### src/verilog/event_latch_pkg.sv
// Package: offsets, field positions, reset values and timing of the event latches
package event_latch_pkg;

  localparam logic [7:0] SOFT_RESET_OFFSET   = 8'h18;
  localparam logic [7:0] TOP_SUMMARY_OFFSET  = 8'h19;
  localparam logic [7:0] RESET_EVENT_OFFSET  = 8'h1a;
  localparam logic [7:0] BUCK_EVENT_OFFSET   = 8'h1b;
  localparam logic [7:0] LINEAR_EVENT_OFFSET = 8'h1c;

  localparam logic [7:0] REG_RESET_VALUE     = 8'h00;
  localparam logic [7:0] REG_ZERO            = 8'h00;

  localparam int RESET_EVENT_BIT    = 0;
  localparam int SOFT_RESET_BIT     = 0;
  localparam int BUCK_SUMMARY_BIT   = 5;
  localparam int LINEAR_SUMMARY_BIT = 6;

  localparam int SECOND_PG_BIT      = 6;
  localparam int SECOND_SHORT_BIT   = 5;
  localparam int SECOND_ILIM_BIT    = 4;
  localparam int FIRST_PG_BIT       = 2;
  localparam int FIRST_SHORT_BIT    = 1;
  localparam int FIRST_ILIM_BIT     = 0;

  localparam logic [7:0] RESET_EVENT_MASK = 8'h01;
  localparam logic [7:0] EVENT_MASK       = 8'h77;

  localparam int CLK_MHZ          = 100;
  localparam int SHORT_TIME_US    = 1000;
  localparam int SHORT_CYCLES     = SHORT_TIME_US * CLK_MHZ;
  localparam int SHORT_CNT_WIDTH  = 17;

  typedef enum logic [1:0] {
    ST_RUN      = 2'b00,
    ST_SHUTDOWN = 2'b01,
    ST_STARTUP  = 2'b10
  } power_state_e;

endpackage

### src/verilog/event_sync.sv
// Two-stage synchroniser with rising-edge pulse for a group of event lines
`timescale 1ns/1ps
module event_sync #(
  parameter int WIDTH = 2
) (
  input  wire logic             ref_clk,
  input  wire logic             rst,
  input  wire logic [WIDTH-1:0] async_in,
  output logic      [WIDTH-1:0] level,
  output logic      [WIDTH-1:0] rise
);

  logic [WIDTH-1:0] meta_reg;
  logic [WIDTH-1:0] level_reg;
  logic [WIDTH-1:0] prev_reg;

  // First stage feeds only the second stage
  always_ff @(posedge ref_clk) begin
    if (rst) begin
      meta_reg  <= '0;
      level_reg <= '0;
      prev_reg  <= '0;
    end else begin
      meta_reg  <= async_in;
      level_reg <= meta_reg;
      prev_reg  <= level_reg;
    end
  end

  assign level = level_reg;
  assign rise  = level_reg & ~prev_reg;

endmodule

### src/verilog/short_timer.sv
// Qualifies a short-circuit level that must persist beyond a set time
`timescale 1ns/1ps
module short_timer #(
  parameter int LIMIT = event_latch_pkg::SHORT_CYCLES
) (
  input  wire logic ref_clk,
  input  wire logic rst,
  input  wire logic below,
  output logic      fire
);

  localparam logic [event_latch_pkg::SHORT_CNT_WIDTH-1:0] LIMIT_W =
    event_latch_pkg::SHORT_CNT_WIDTH'(LIMIT);

  logic [event_latch_pkg::SHORT_CNT_WIDTH-1:0] cnt_reg;
  logic [event_latch_pkg::SHORT_CNT_WIDTH-1:0] cnt_next;
  logic                                        done_reg;
  logic                                        fire_reg;
  wire                                         reached;

  // Counter stops at the limit; done_reg keeps one episode to one pulse
  assign reached  = below && (cnt_reg == LIMIT_W) && !done_reg;
  assign cnt_next = !below ? '0 : (cnt_reg == LIMIT_W) ? cnt_reg : cnt_reg + 1'b1;

  always_ff @(posedge ref_clk) begin
    if (rst) begin
      cnt_reg  <= '0;
      done_reg <= 1'b0;
      fire_reg <= 1'b0;
    end else begin
      cnt_reg  <= cnt_next;
      done_reg <= below && (done_reg || reached);
      fire_reg <= reached;
    end
  end

  assign fire = fire_reg;

endmodule

### src/verilog/regulator_event_latches.sv
// Latched event registers for bucks, linear regulators and device reset
//
// Overview of operation
// RL1: Reset-event bit 0 at 0x1a sets on supply undervoltage or software reset; code sets it only while running, not on a dip during startup.
// RL2: Reset event disables regulators, defaults registers, runs startup, leaves flag set.
// RL3: Reset-event flag stays until host writes one; bits 7:1 read zero.
// RL4: Buck register 0x1b: second buck bits 6,5,4, first bits 2,1,0.
// RL5: Second buck power-good latch sets on its power-good event.
// RL6: First buck power-good latch sets on its power-good event.
// RL7: Buck short latch sets only after output low over 1 ms continuously.
// RL8: Buck current-limit latch sets when its current limit becomes active.
// RL9: Event latches hold until written one; zero writes ignored; default zero.
// RL10: Linear register 0x1c mirrors buck layout; bits 7 and 3 reserved.
// RL11: Linear power-good latch sets on that regulator's power-good event.
// RL12: Linear short latch sets after output low over 1 ms.
// RL13: Linear current-limit latch sets when its current limit has been active.
// RL14: Summary bits set while event register nonzero, clear when it returns zero.
// RL15: Software reset command bit clears itself once the reset starts.
// RL16: Event and clear in the same cycle leave the bit set.
// RL17: Asynchronous event sources are synchronised and latched on rising indication.
`timescale 1ns/1ps
module regulator_event_latches #(
  parameter int SHORT_LIMIT = event_latch_pkg::SHORT_CYCLES
) (
  input  wire logic       ref_clk,
  input  wire logic       rst,
  input  wire logic [7:0] reg_addr,
  input  wire logic       reg_wr_en,
  input  wire logic [7:0] reg_wr_data,
  input  wire logic       reg_rd_en,
  output logic      [7:0] reg_rd_data,
  input  wire logic       analog_supply_low,
  input  wire logic [1:0] buck_power_good_event,
  input  wire logic [1:0] buck_below_short,
  input  wire logic [1:0] buck_current_limit,
  input  wire logic [1:0] linear_power_good_event,
  input  wire logic [1:0] linear_below_short,
  input  wire logic [1:0] linear_current_limit,
  input  wire logic       startup_done,
  output logic            regulators_disable,
  output logic            startup_start,
  output logic            buck_summary_flag,
  output logic            linear_summary_flag
);

  // Packs per-regulator events into the shared register layout
  function automatic logic [7:0] pack_events(
    input logic [1:0] pg,
    input logic [1:0] sc,
    input logic [1:0] il
  );
    logic [7:0] v;
    v = event_latch_pkg::REG_ZERO;
    v[event_latch_pkg::SECOND_PG_BIT]    = pg[1];
    v[event_latch_pkg::SECOND_SHORT_BIT] = sc[1];
    v[event_latch_pkg::SECOND_ILIM_BIT]  = il[1];
    v[event_latch_pkg::FIRST_PG_BIT]     = pg[0];
    v[event_latch_pkg::FIRST_SHORT_BIT]  = sc[0];
    v[event_latch_pkg::FIRST_ILIM_BIT]   = il[0];
    return v;
  endfunction

  // Write-one-to-clear with set priority
  function automatic logic [7:0] w1c_next(
    input logic [7:0] cur,
    input logic [7:0] set,
    input logic       hit,
    input logic [7:0] wdata,
    input logic [7:0] mask
  );
    logic [7:0] clr;
    clr = hit ? wdata : event_latch_pkg::REG_ZERO;
    return ((cur & ~clr) | set) & mask;
  endfunction

  // Synchronised event sources
  logic       uv_level;
  logic [1:0] buck_pg_rise;
  logic [1:0] buck_sc_level;
  logic [1:0] buck_il_rise;
  logic [1:0] lin_pg_rise;
  logic [1:0] lin_sc_level;
  logic [1:0] lin_il_rise;
  logic [1:0] buck_sc_fire;
  logic [1:0] lin_sc_fire;

  event_sync #(.WIDTH(1)) u_uv_sync (
    .ref_clk  (ref_clk),
    .rst      (rst),
    .async_in (analog_supply_low),
    .level    (uv_level),
    .rise     ()
  ); // see RL17

  event_sync #(.WIDTH(2)) u_buck_pg_sync (
    .ref_clk  (ref_clk),
    .rst      (rst),
    .async_in (buck_power_good_event),
    .level    (),
    .rise     (buck_pg_rise)
  ); // see RL17

  event_sync #(.WIDTH(2)) u_buck_sc_sync (
    .ref_clk  (ref_clk),
    .rst      (rst),
    .async_in (buck_below_short),
    .level    (buck_sc_level),
    .rise     ()
  );

  event_sync #(.WIDTH(2)) u_buck_il_sync (
    .ref_clk  (ref_clk),
    .rst      (rst),
    .async_in (buck_current_limit),
    .level    (),
    .rise     (buck_il_rise)
  );

  event_sync #(.WIDTH(2)) u_lin_pg_sync (
    .ref_clk  (ref_clk),
    .rst      (rst),
    .async_in (linear_power_good_event),
    .level    (),
    .rise     (lin_pg_rise)
  );

  event_sync #(.WIDTH(2)) u_lin_sc_sync (
    .ref_clk  (ref_clk),
    .rst      (rst),
    .async_in (linear_below_short),
    .level    (lin_sc_level),
    .rise     ()
  );

  event_sync #(.WIDTH(2)) u_lin_il_sync (
    .ref_clk  (ref_clk),
    .rst      (rst),
    .async_in (linear_current_limit),
    .level    (),
    .rise     (lin_il_rise)
  );

  // One qualifying timer per output
  genvar gi;
  generate
    for (gi = 0; gi < 2; gi++) begin : g_short
      short_timer #(.LIMIT(SHORT_LIMIT)) u_buck_short (
        .ref_clk (ref_clk),
        .rst     (rst),
        .below   (buck_sc_level[gi]),
        .fire    (buck_sc_fire[gi])
      ); // see RL7
      short_timer #(.LIMIT(SHORT_LIMIT)) u_lin_short (
        .ref_clk (ref_clk),
        .rst     (rst),
        .below   (lin_sc_level[gi]),
        .fire    (lin_sc_fire[gi])
      ); // see RL12
    end
  endgenerate

  // Registers and state
  event_latch_pkg::power_state_e state_reg;
  event_latch_pkg::power_state_e state_next;
  logic [7:0] software_reset_command_reg;
  logic [7:0] reset_event_reg;
  logic [7:0] buck_event_reg;
  logic [7:0] linear_event_reg;
  logic [7:0] rd_data_reg;
  logic       disable_reg;
  logic       startup_reg;
  logic       buck_sum_reg;
  logic       lin_sum_reg;

  wire        running;
  wire        reset_trigger;
  wire        enter_shutdown;
  wire        wr_soft_reset;
  wire        wr_reset_event;
  wire        wr_buck;
  wire        wr_linear;
  wire  [7:0] buck_set;
  wire  [7:0] linear_set;
  wire  [7:0] reset_set;
  wire  [7:0] software_reset_command_next;
  wire  [7:0] reset_event_next;
  wire  [7:0] buck_event_next;
  wire  [7:0] linear_event_next;
  wire  [7:0] summary_value;
  wire  [7:0] rd_mux;

  assign running        = (state_reg == event_latch_pkg::ST_RUN);
  assign reset_trigger  = uv_level || software_reset_command_reg[event_latch_pkg::SOFT_RESET_BIT]; // see RL1
  assign enter_shutdown = running && reset_trigger;

  // Soft-reset and event writes only land while running; a reset in progress owns those registers
  // Reset flag stays clearable in any state so the host can acknowledge early
  assign wr_soft_reset  = running && reg_wr_en && (reg_addr == event_latch_pkg::SOFT_RESET_OFFSET);
  assign wr_reset_event = reg_wr_en && (reg_addr == event_latch_pkg::RESET_EVENT_OFFSET);
  assign wr_buck        = running && reg_wr_en && (reg_addr == event_latch_pkg::BUCK_EVENT_OFFSET);
  assign wr_linear      = running && reg_wr_en && (reg_addr == event_latch_pkg::LINEAR_EVENT_OFFSET);

  assign buck_set   = pack_events(buck_pg_rise, buck_sc_fire, buck_il_rise); // see RL4, RL5, RL6, RL8
  assign linear_set = pack_events(lin_pg_rise, lin_sc_fire, lin_il_rise); // see RL10, RL11, RL13
  assign reset_set  = enter_shutdown ? event_latch_pkg::RESET_EVENT_MASK : event_latch_pkg::REG_ZERO;

  // Command bit drops as soon as the shutdown starts
  assign software_reset_command_next = !running ? event_latch_pkg::REG_RESET_VALUE :
                                       enter_shutdown ? event_latch_pkg::REG_RESET_VALUE :
                                       wr_soft_reset ? (reg_wr_data & event_latch_pkg::RESET_EVENT_MASK) :
                                       software_reset_command_reg; // see RL15

  // Flag survives the reset it reports; set wins over a same-cycle clear
  assign reset_event_next = w1c_next(reset_event_reg, reset_set, wr_reset_event,
                                     reg_wr_data, event_latch_pkg::RESET_EVENT_MASK); // see RL3, RL16

  // Defaults restored for the whole shutdown
  assign buck_event_next   = !running || enter_shutdown ? event_latch_pkg::REG_RESET_VALUE :
                             w1c_next(buck_event_reg, buck_set, wr_buck,
                                      reg_wr_data, event_latch_pkg::EVENT_MASK); // see RL2, RL9, RL16
  assign linear_event_next = !running || enter_shutdown ? event_latch_pkg::REG_RESET_VALUE :
                             w1c_next(linear_event_reg, linear_set, wr_linear,
                                      reg_wr_data, event_latch_pkg::EVENT_MASK); // see RL2, RL9, RL16

  // Power sequence
  always_comb begin
    state_next = state_reg;
    case (state_reg)
      event_latch_pkg::ST_RUN: begin
        if (reset_trigger) begin
          state_next = event_latch_pkg::ST_SHUTDOWN; // see RL2
        end
      end
      event_latch_pkg::ST_SHUTDOWN: begin
        if (!uv_level) begin
          state_next = event_latch_pkg::ST_STARTUP;
        end
      end
      event_latch_pkg::ST_STARTUP: begin
        // A supply dip mid-startup goes back to shutdown
        if (uv_level) begin
          state_next = event_latch_pkg::ST_SHUTDOWN;
        end else if (startup_done) begin
          state_next = event_latch_pkg::ST_RUN;
        end
      end
      default: begin
        state_next = event_latch_pkg::ST_SHUTDOWN;
      end
    endcase
  end

  // Summary bits follow the registers directly; the summary flag outputs follow one cycle later
  assign summary_value = {1'b0, (linear_event_reg != event_latch_pkg::REG_ZERO),
                          (buck_event_reg != event_latch_pkg::REG_ZERO), 5'h00}; // see RL14

  assign rd_mux = (reg_addr == event_latch_pkg::SOFT_RESET_OFFSET)   ? software_reset_command_reg :
                  (reg_addr == event_latch_pkg::TOP_SUMMARY_OFFSET)  ? summary_value :
                  (reg_addr == event_latch_pkg::RESET_EVENT_OFFSET)  ? reset_event_reg :
                  (reg_addr == event_latch_pkg::BUCK_EVENT_OFFSET)   ? buck_event_reg :
                  (reg_addr == event_latch_pkg::LINEAR_EVENT_OFFSET) ? linear_event_reg :
                  event_latch_pkg::REG_ZERO;

  always_ff @(posedge ref_clk) begin
    if (rst) begin
      state_reg        <= event_latch_pkg::ST_RUN;
      software_reset_command_reg <= event_latch_pkg::REG_RESET_VALUE;
      reset_event_reg  <= event_latch_pkg::REG_RESET_VALUE;
      buck_event_reg   <= event_latch_pkg::REG_RESET_VALUE;
      linear_event_reg <= event_latch_pkg::REG_RESET_VALUE;
    end else begin
      state_reg        <= state_next;
      software_reset_command_reg <= software_reset_command_next;
      reset_event_reg  <= reset_event_next;
      buck_event_reg   <= buck_event_next;
      linear_event_reg <= linear_event_next;
    end
  end

  always_ff @(posedge ref_clk) begin
    if (rst) begin
      rd_data_reg  <= event_latch_pkg::REG_ZERO;
      disable_reg  <= 1'b0;
      startup_reg  <= 1'b0;
      buck_sum_reg <= 1'b0;
      lin_sum_reg  <= 1'b0;
    end else begin
      rd_data_reg  <= reg_rd_en ? rd_mux : rd_data_reg;
      disable_reg  <= (state_next == event_latch_pkg::ST_SHUTDOWN); // see RL2
      startup_reg  <= (state_next == event_latch_pkg::ST_STARTUP);
      buck_sum_reg <= summary_value[event_latch_pkg::BUCK_SUMMARY_BIT]; // see RL14
      lin_sum_reg  <= summary_value[event_latch_pkg::LINEAR_SUMMARY_BIT];
    end
  end

  assign reg_rd_data         = rd_data_reg;
  assign regulators_disable  = disable_reg;
  assign startup_start       = startup_reg;
  assign buck_summary_flag   = buck_sum_reg;
  assign linear_summary_flag = lin_sum_reg;

endmodule

### config.mk
export PLATFORM = sky130hd
export DESIGN_NAME = regulator_event_latches
export DESIGN_NICKNAME = d
export VERILOG_FILES = /design/src/verilog/event_latch_pkg.sv /design/src/verilog/event_sync.sv /design/src/verilog/short_timer.sv /design/src/verilog/regulator_event_latches.sv
export SDC_FILE = /design/constraint.sdc
export NUM_CORES = 1
export LEC_CHECK = 0
export BUFFER_PORTS_ARGS = -buffer_cell sky130_fd_sc_hd__buf_2
export CORE_ASPECT_RATIO = 0.9
export CORE_UTILIZATION = 64
export CTS_CLUSTER_SIZE = 10
export DETAILED_ROUTE_END_ITERATION = 8
export PLACE_DENSITY = 0.95
export RECOVER_POWER = 25
export SYNTH_ARGS = -nofsm -noshare
export SYNTH_HDL_FRONTEND = slang
export SYNTH_HIERARCHICAL = 1
export SYNTH_SLANG_ARGS = --single-unit
### constraint.sdc
create_clock -name ref_clk -period 3.85 [get_ports ref_clk]
set_input_delay 0.385 -clock ref_clk [delete_from_list [all_inputs] [get_ports ref_clk]]
set_output_delay 0.385 -clock ref_clk [all_outputs]
set_load 0.02 [all_outputs]
---- After elaboration in Yosys (flattened, before gate mapping) ----
Index checks and enable logic that the tools add are counted.
operators by class
  shift operators ......................... 0
  bitwise operators ....................... 22
  reduce and logical (&&, ||, !) cells .... 38
  equality and inequality tests ........... 13
  div/mod/pow operators ................... 0
  order comparisons ....................... 0
  multiplexer cells ....................... 14
  add/sub/neg operators ................... 4
  $mul .................................... 0
operators by type and width
  operator                                                                number
  17-bit by 1-bit adder with 17-bit output (second input constant)        4
  17-bit equality test (second input constant)                            4
  8-bit by 5-bit equality test with 1-bit output (second input constant)  5
  7-bit two-way mux                                                       5
  1-bit logical AND                                                       18
  8-bit two-way mux                                                       2
  8-bit nonzero test                                                      2
  7-bit bitwise AND                                                       2
  7-bit NOT                                                               2
  7-bit bitwise OR                                                        2
  2-bit OR reduction                                                      5
  2-bit bitwise AND                                                       4
  2-bit two-way mux                                                       4
  2-bit NOT                                                               4
  1-bit logical OR                                                        6
  1-bit NOT                                                               6
  2-bit one-hot mux with 3 select lines                                   1
  1-bit logical NOT                                                       5
  2-bit by 1-bit equality test with 1-bit output (second input constant)  2
  2-bit equality test (second input constant)                             2
  3-bit OR reduction                                                      1
  2-bit logical NOT                                                       1
  1-bit two-way mux                                                       2
  1-bit bitwise AND                                                       1
  1-bit bitwise OR                                                        1
storage, ports and cells
  latch bits .............................. 0
  memories ................................ 0
  input port bits ......................... 34
  bits in writable memories ............... 0
  logic and storage cells ................. 131
  flip-flop bits (word level) ............. 138
  ROM bits ................................ 0
  output and inout port bits .............. 12

---- Longest topological paths before layout ----
Gate-level depths: netlist of the first run.
  depth after elaboration ................. 7
  depth in mapped cells ................... 6
  depth with buffers taken out ............ 6

---- Cells and area by module ----
The synthesis of the first run kept the hierarchy.
modules (own cells, without submodules)
  module                           cells an instance  instances  area each (um2)
  short_timer                      100                4          919.6
  regulator_event_latches          136                1          1,310.0
  event_sync (u_buck_il_sync ...)  14                 6          170.2
  event_sync (u_uv_sync)           7                  1          87.6

---- Least setup slack after synthesis of the first run ----
Ideal clock, no wire load.
  path type ............................... register to register
  start ................................... register g_short[0].u_buck_short/cnt_reg[0] (netlist name)
  end ..................................... register g_short[0].u_buck_short/cnt_reg[16] (netlist name)
  data required time ...................... 3.734 ns
  stages on the path, launching flop included .. 6
  slack ................................... 2.349 ns
  clock period less this slack ............ 1.501 ns
  library setup time ...................... 0.116 ns
  arrival time ............................ 1.385 ns
  buffers on the path ..................... 0
  path through ............................ dfxtp_1 ha_1 nand3_1 nor4_4 a31oi_1 a41o_1
on the way
  longest elaborated chain between the ends .. 1
  elaborated cells between the ends (all ways) .. 2
  classes of those cells .................. 1 x add/sub; 1 x eq/ne
ends and longest elaborated chain
  what                                                                                     RTL line           text
  start: declaration                                                                       short_timer.sv:15  logic [event_latch_pkg::SHORT_CNT_WIDTH-1:0] cnt_reg;
  start signal: assignment                                                                 short_timer.sv:31  cnt_reg <= cnt_next;
  17-bit by 1-bit adder with 17-bit output / 17-bit equality test (equally long branches)  short_timer.sv:23  assign cnt_next = !below ? '0 : (cnt_reg == LIMIT_W) ? cnt_reg : cnt_reg + 1'b1;
Several ways; a longest one is shown, not always the timed one.
A chain may end at the register's enable or synchronous reset.

---- Final worst setup path of the first run ----
  start ................................... input rst
  end ..................................... register g_short[0].u_lin_short/cnt_reg[13] (netlist name)
on the way
  longest elaborated chain between the ends .. 1
ends and longest elaborated chain
  what                          RTL line                       text
  start: declaration            regulator_event_latches.sv:26  input wire logic rst,
  2-bit OR reduction (no line)  -
  end signal: assignment        short_timer.sv:31
  end: declaration              short_timer.sv:15
No other way between the ends.

==> metrics.txt, run 1 <==
status completed; die width 103 µm; CTS resizes 0; vias per cell ~6.0; Max clock buf depth 2; Worst Clk Skew 0.0106 ns; post-route design area 0.00674 mm²; RSZ-0062 raised after global routing false; relative slew slack 18.0%; vias in the first global route 4808; Syn Area/Cell between 9 and 10 µm²; fmax 0.401 GHz; Synth Instances 612; Die Y 93.3 µm; Critical Path RT 4.26 ns; Post-Route WL roughly 13000 µm; synthesized area 0.00593 mm²; Post-CTS Setup Repair Bufs 0; clock sink count 136; Clock Latency Late Sink 0.52 ns; crit end category register; Layout area overhead 13.6%; post-DP HPWL 7880 µm; Total Routing Usage GR 30.0%; LEAKAGE roughly 2.6 nW; DRC 0; commonest non-fill, non-tap cell in the layout dfxtp_1; Iter 0 DRT Violations 274; maximum vdd ir drop 273 µV; TritonCTS clock tree built; crit start category input pin; IO buf count 41; worst path arrival time 2.90 ns; first-pass GRT wire length between 20000 and 25000 µm; GPL Wtd Cong about 0.85; Slew @ Worst Pin between 1 and 1.5 ns; final setup fails 0; TritonCTS Buffers 17; Tcrit/Tclk final 64.7%; grt total ovfl 0; NumNets Final between 600 and 700; WS Path Type in -> reg; Synthesis Warnings 6; hold_buf cts 0; die area 0.00966 mm²; crit path max fanout 30; initial antenna violation count 0; worst hold path class in -> reg; register clock-pin slew on the reported worst setup and hold paths approximately 0.06 ns; post-place instance area 0.00617 mm²; Max Cap Violations 0; ANT nets after route 0; core area 0.00877 mm²; Final TNS setup 0 ns; drt pass-1 iters 5; Pwr Density between 400 and 500 mW/mm²; endpoints failing hold 0; initial core utilization 67.7%; Diodes inserted 0; routed vias 4753; most frequent cells in the layout 136 x dfxtp_1, 75 x nor2_1, 44 x nor2b_1; Clk Tree Root Cell clkbuf_8; share of layout cells above drive strength 1 a little under a fifth; Filler cells about 470; H-tree levels 4; fin crit period 2.49 ns; routed len/inst 16.7 µm; largest net degree at the start of global routing 31; Ports 46; Final Max Slew Viols 0; Rows 32
[where the power goes]
group          internal [W]  switching (W)
Sequential          0.00143      0.0000145
Combinational     0.0000451      0.0000696
Clock              0.000977       0.000596
Total               0.00245       0.000680
[worst max-delay path, cell delays in order]
cell,delay [ns]
clkbuf_1,0.83
clkbuf_1,0.98
and2b_1,0.33
nand2_1,0.09
a21oi_1,0.06
a31o_2,0.23
[metal layers]
layer | up-vias | share of wire (%) | GRT usage (%) | wire length [µm]
li1 | 2259 | - | - | -
met1 | 2256 | 42 | 35.4 | 5550
met2 | 189 | 49 | 50.6 | 6510
met3 | 49 | 5.7 | 8.22 | 756
met4 | 0 | 2.8 | 12.9 | 376
met5 | - | 0 | 0 | 0
[path summary, 6_finish.rpt]
kind,endpoint,cells after the start,startpoint,slack (ns)
worst max-delay path,g_short[0].u_lin_short/cnt_reg[13]$_SDFFE_PP0P_,6,rst,1.36
worst min-delay path,u_buck_sc_sync/meta_reg[0]$_SDFF_PP0_,2,buck_below_short[0],0.07
worst max register to register,g_short[0].u_lin_short/cnt_reg[14]$_SDFFE_PP0P_,5,g_short[0].u_lin_short/cnt_reg[1]$_SDFFE_PP0P_,1.91
worst min register to register,g_short[1].u_buck_short/fire$_SDFF_PP0_,1,g_short[1].u_buck_short/done_reg$_SDFF_PP0_,0.43
[metrics by stage]
| step | util, % | hold slack, ns | instances | worst slack (ns) | total power (W) |
|---|---|---|---|---|---|
| 6_report | 76.9 | 0.0706 | 788 | 1.36 | 0.00313 |
| 2_1_floorplan | - | 0.400 | 613 | 2.35 | 0.00155 |
| 3_5_place_dp | 70.4 | 0.420 | 757 | 1.90 | 0.00158 |
| 5_1_grt | 76.9 | 0.0636 | 788 | 1.11 | 0.00323 |
| 4_1_cts | 76.9 | 0.0687 | 788 | 1.97 | 0.00314 |
| 3_3_place_gp | 70.4 | 0.411 | 757 | 1.98 | 0.00158 |
[final cells by class]
cell class	instances	area (µm²)	area share (%)
Inverter	21	78.8	1.17
Sequential cell	136	2720	40.4
Multi-Input combinational cell	439	3010	44.6
Timing Repair Buffer	42	208	3.08
Clock buffer	18	418	6.20
Tap cell	119	149	2.21
Clock inverter	13	156	2.32
Power figures use the tool's default switching activity.
==> inputs of run 2 (changes only) <==
- CORE_UTILIZATION: 64 -> 54
- PLACE_DENSITY: 0.95 -> 0.88
- clock period: 3.85 -> 2.29 ns (I/O delays scaled with it)
==> run 2 against run 1 <==
Effect of this change:
- clock skew down 0.0066 ns
- first-iteration DRC count up 4.4%
- clock-buffer cell count unchanged
- core utilization down 12 points
- design area up 1.3%
- combinational power up 65%
- global-route usage down 7.8 points
- hold slack worse by 0.049 ns
- sequential cell count unchanged
- sequential share of layout area down 0.50 points
- worst setup slack worse by 0.86 ns
- critical path type is now reg -> reg
==> metrics.txt, run 2 (synthesis gave the netlist of run 1 again) <==
status completed (unchanged); Tot Pwr 0.00541 W (was 0.00313 W); RSZ-0062 raised after global routing false (unchanged); worst path cell trace ha_1 > nand3_1 > nor4_4 > a31oi_1 > a41o_1 (was clkbuf_1 > clkbuf_1 > and2b_1 > nand2_1 > a21oi_1 > a31o_2); H-tree levels 4 (unchanged); TritonCTS Buffers 17 (unchanged); TritonCTS clock tree built (unchanged); Pwr Density 793 mW/mm² (was 465 mW/mm²); Rows 35 (was 32); WS Path Type reg -> reg (was in -> reg); clock sink count 136 (unchanged); Post-CTS Setup Repair Bufs 0 (unchanged); commonest non-fill, non-tap cell in the layout dfxtp_1 (unchanged); worst path arrival time 2.10 ns (was 2.90 ns); drt pass-1 iters 5 (unchanged); fmax 0.557 GHz; Critical Path RT 2.59 ns (was 4.26 ns); crit start category register (was input pin); Die Y 101 µm (was 93.3 µm); Tcrit/Tclk final 78.4%; Post-Route WL 12000 µm (was 13200 µm); Post-Place Setup Slack 0.507 ns (was 1.90 ns); worst hold path class in -> reg (unchanged); Slew @ Worst Pin 1.04 ns (was 1.23 ns); post-DP HPWL 8240 µm (was 7880 µm); Iter 0 DRT Violations 286 (was 274); routed vias 4569 (was 4753); Final Max Slew Viols 0 (unchanged); Total Routing Usage GR 22.2% (was 30.0%); fin worst setup slack 0.495 ns (was 1.36 ns); register clock-pin slew on the reported worst setup and hold paths 0.06 ns (about the same); Max clock buf depth 2 (unchanged); fin crit period 1.80 ns; Clock Latency Late Sink 0.41 ns (was 0.52 ns); crit path max fanout 6 (was 30); vias per cell 5.69 (was 6.03); Max Cap Violations 0 (unchanged); Ports 46 (unchanged); Layout area overhead 15.1% (was 13.6%); Filler cells 773 (was 473); initial antenna violation count 0 (unchanged); DRC 0 (unchanged); vias in the first global route 4400 (was 4808); hold_buf cts 0 (unchanged); routed len/inst 14.9 µm (was 16.7 µm); die area 0.0114 mm² (was 0.00966 mm²); die width 112 µm (was 103 µm); largest net degree at the start of global routing 26 (was 31); initial core utilization 56.7% (was 67.7%); grt total ovfl 0 (unchanged); endpoints failing hold 0 (unchanged); first-pass GRT wire length 20100 µm (was 22300 µm); most frequent cells in the layout 136 x dfxtp_1, 75 x nor2_1, 44 x nor2b_1 (unchanged); Worst Clk Skew 0.00394 ns (was 0.0106 ns); GPL Wtd Cong 0.848 (was 0.855); Diodes inserted 0 (unchanged); Slowest-stage cell, CP dfxtp_1 (was clkbuf_1); final setup fails 0 (unchanged); CTS resizes 0 (unchanged); maximum vdd ir drop 521 µV (was 273 µV); core area 0.0105 mm² (was 0.00877 mm²); Clk Tree Root Cell clkbuf_16 (was clkbuf_8); relative slew slack 31.0% (was 18.0%); LEAKAGE 2.61 nW (was 2.56 nW); Final TNS setup 0 ns (unchanged); ANT nets after route 0 (unchanged); NumNets Final 704 (was 699); CP max stage delay 0.46 ns (was 0.98 ns); IO buf count 41 (unchanged); share of layout cells above drive strength 1 19.0% (was 18.2%); crit end category register (unchanged)
[run 2: area by class of cell]
class | instances | area (µm²) | share of cell area (%)
well taps | 129 | 161 | 2.36
flip-flops and latches | 136 | 2720 | 39.9
inverters | 21 | 78.8 | 1.15
clock inverters | 13 | 170 | 2.49
multi-input cells | 439 | 3010 | 44.1
repair buffers | 47 | 245 | 3.59
clock buffers | 18 | 439 | 6.43
[run 2: final timing paths]
kind	from	end	slack [ns]	cells after the start
setup reg to reg	g_short[0].u_lin_short/cnt_reg[0]$_SDFFE_PP0P_	g_short[0].u_lin_short/cnt_reg[14]$_SDFFE_PP0P_	0.49	5
hold reg to reg	g_short[0].u_lin_short/done_reg$_SDFF_PP0_	g_short[0].u_lin_short/fire$_SDFF_PP0_	0.43	1
hold / removal	linear_below_short[0]	u_lin_sc_sync/meta_reg[0]$_SDFF_PP0_	0.02	2
setup / recovery	g_short[0].u_lin_short/cnt_reg[0]$_SDFFE_PP0P_	g_short[0].u_lin_short/cnt_reg[14]$_SDFFE_PP0P_	0.49	5
[run 2: through the flow]
stage	instances	hold slack, ns	area, µm²	utilization [%]
after global placement	772	0.411	6220	59.4
after global routing	803	0.00354	6830	65.2
final	803	0.0211	6830	65.2
after detailed placement	772	0.418	6220	59.4
after CTS	803	0.0101	6830	65.3
after floorplan	613	0.301	5940	-
[run 2: where the power goes]
group | switching (W) | internal, W | leakage (nW)
logic | 0.000111 | 0.0000787 | 1.21
clock network | 0.00104 | 0.00175 | 0.290
registers | 0.0000237 | 0.00241 | 1.10
total | 0.00118 | 0.00423 | 2.61
[run 2: layer usage]
metal	wire, µm	track usage [%]	vias up
met5	0	0	-
met4	216	9.13	0
met3	517	5.98	31
met2	5910	39.0	151
met1	5350	25.9	2123
li1	-	-	2264
[run 2: critical path: cells and delay by family (launching register included)]
kind / cells / cell delay [ns]
AO/OA/AOI/OAI: 2 / 0.38
flip-flops: 1 / 0.46
adder cells (fa/ha/maj): 1 / 0.23
AND/OR/NAND/NOR: 2 / 0.61
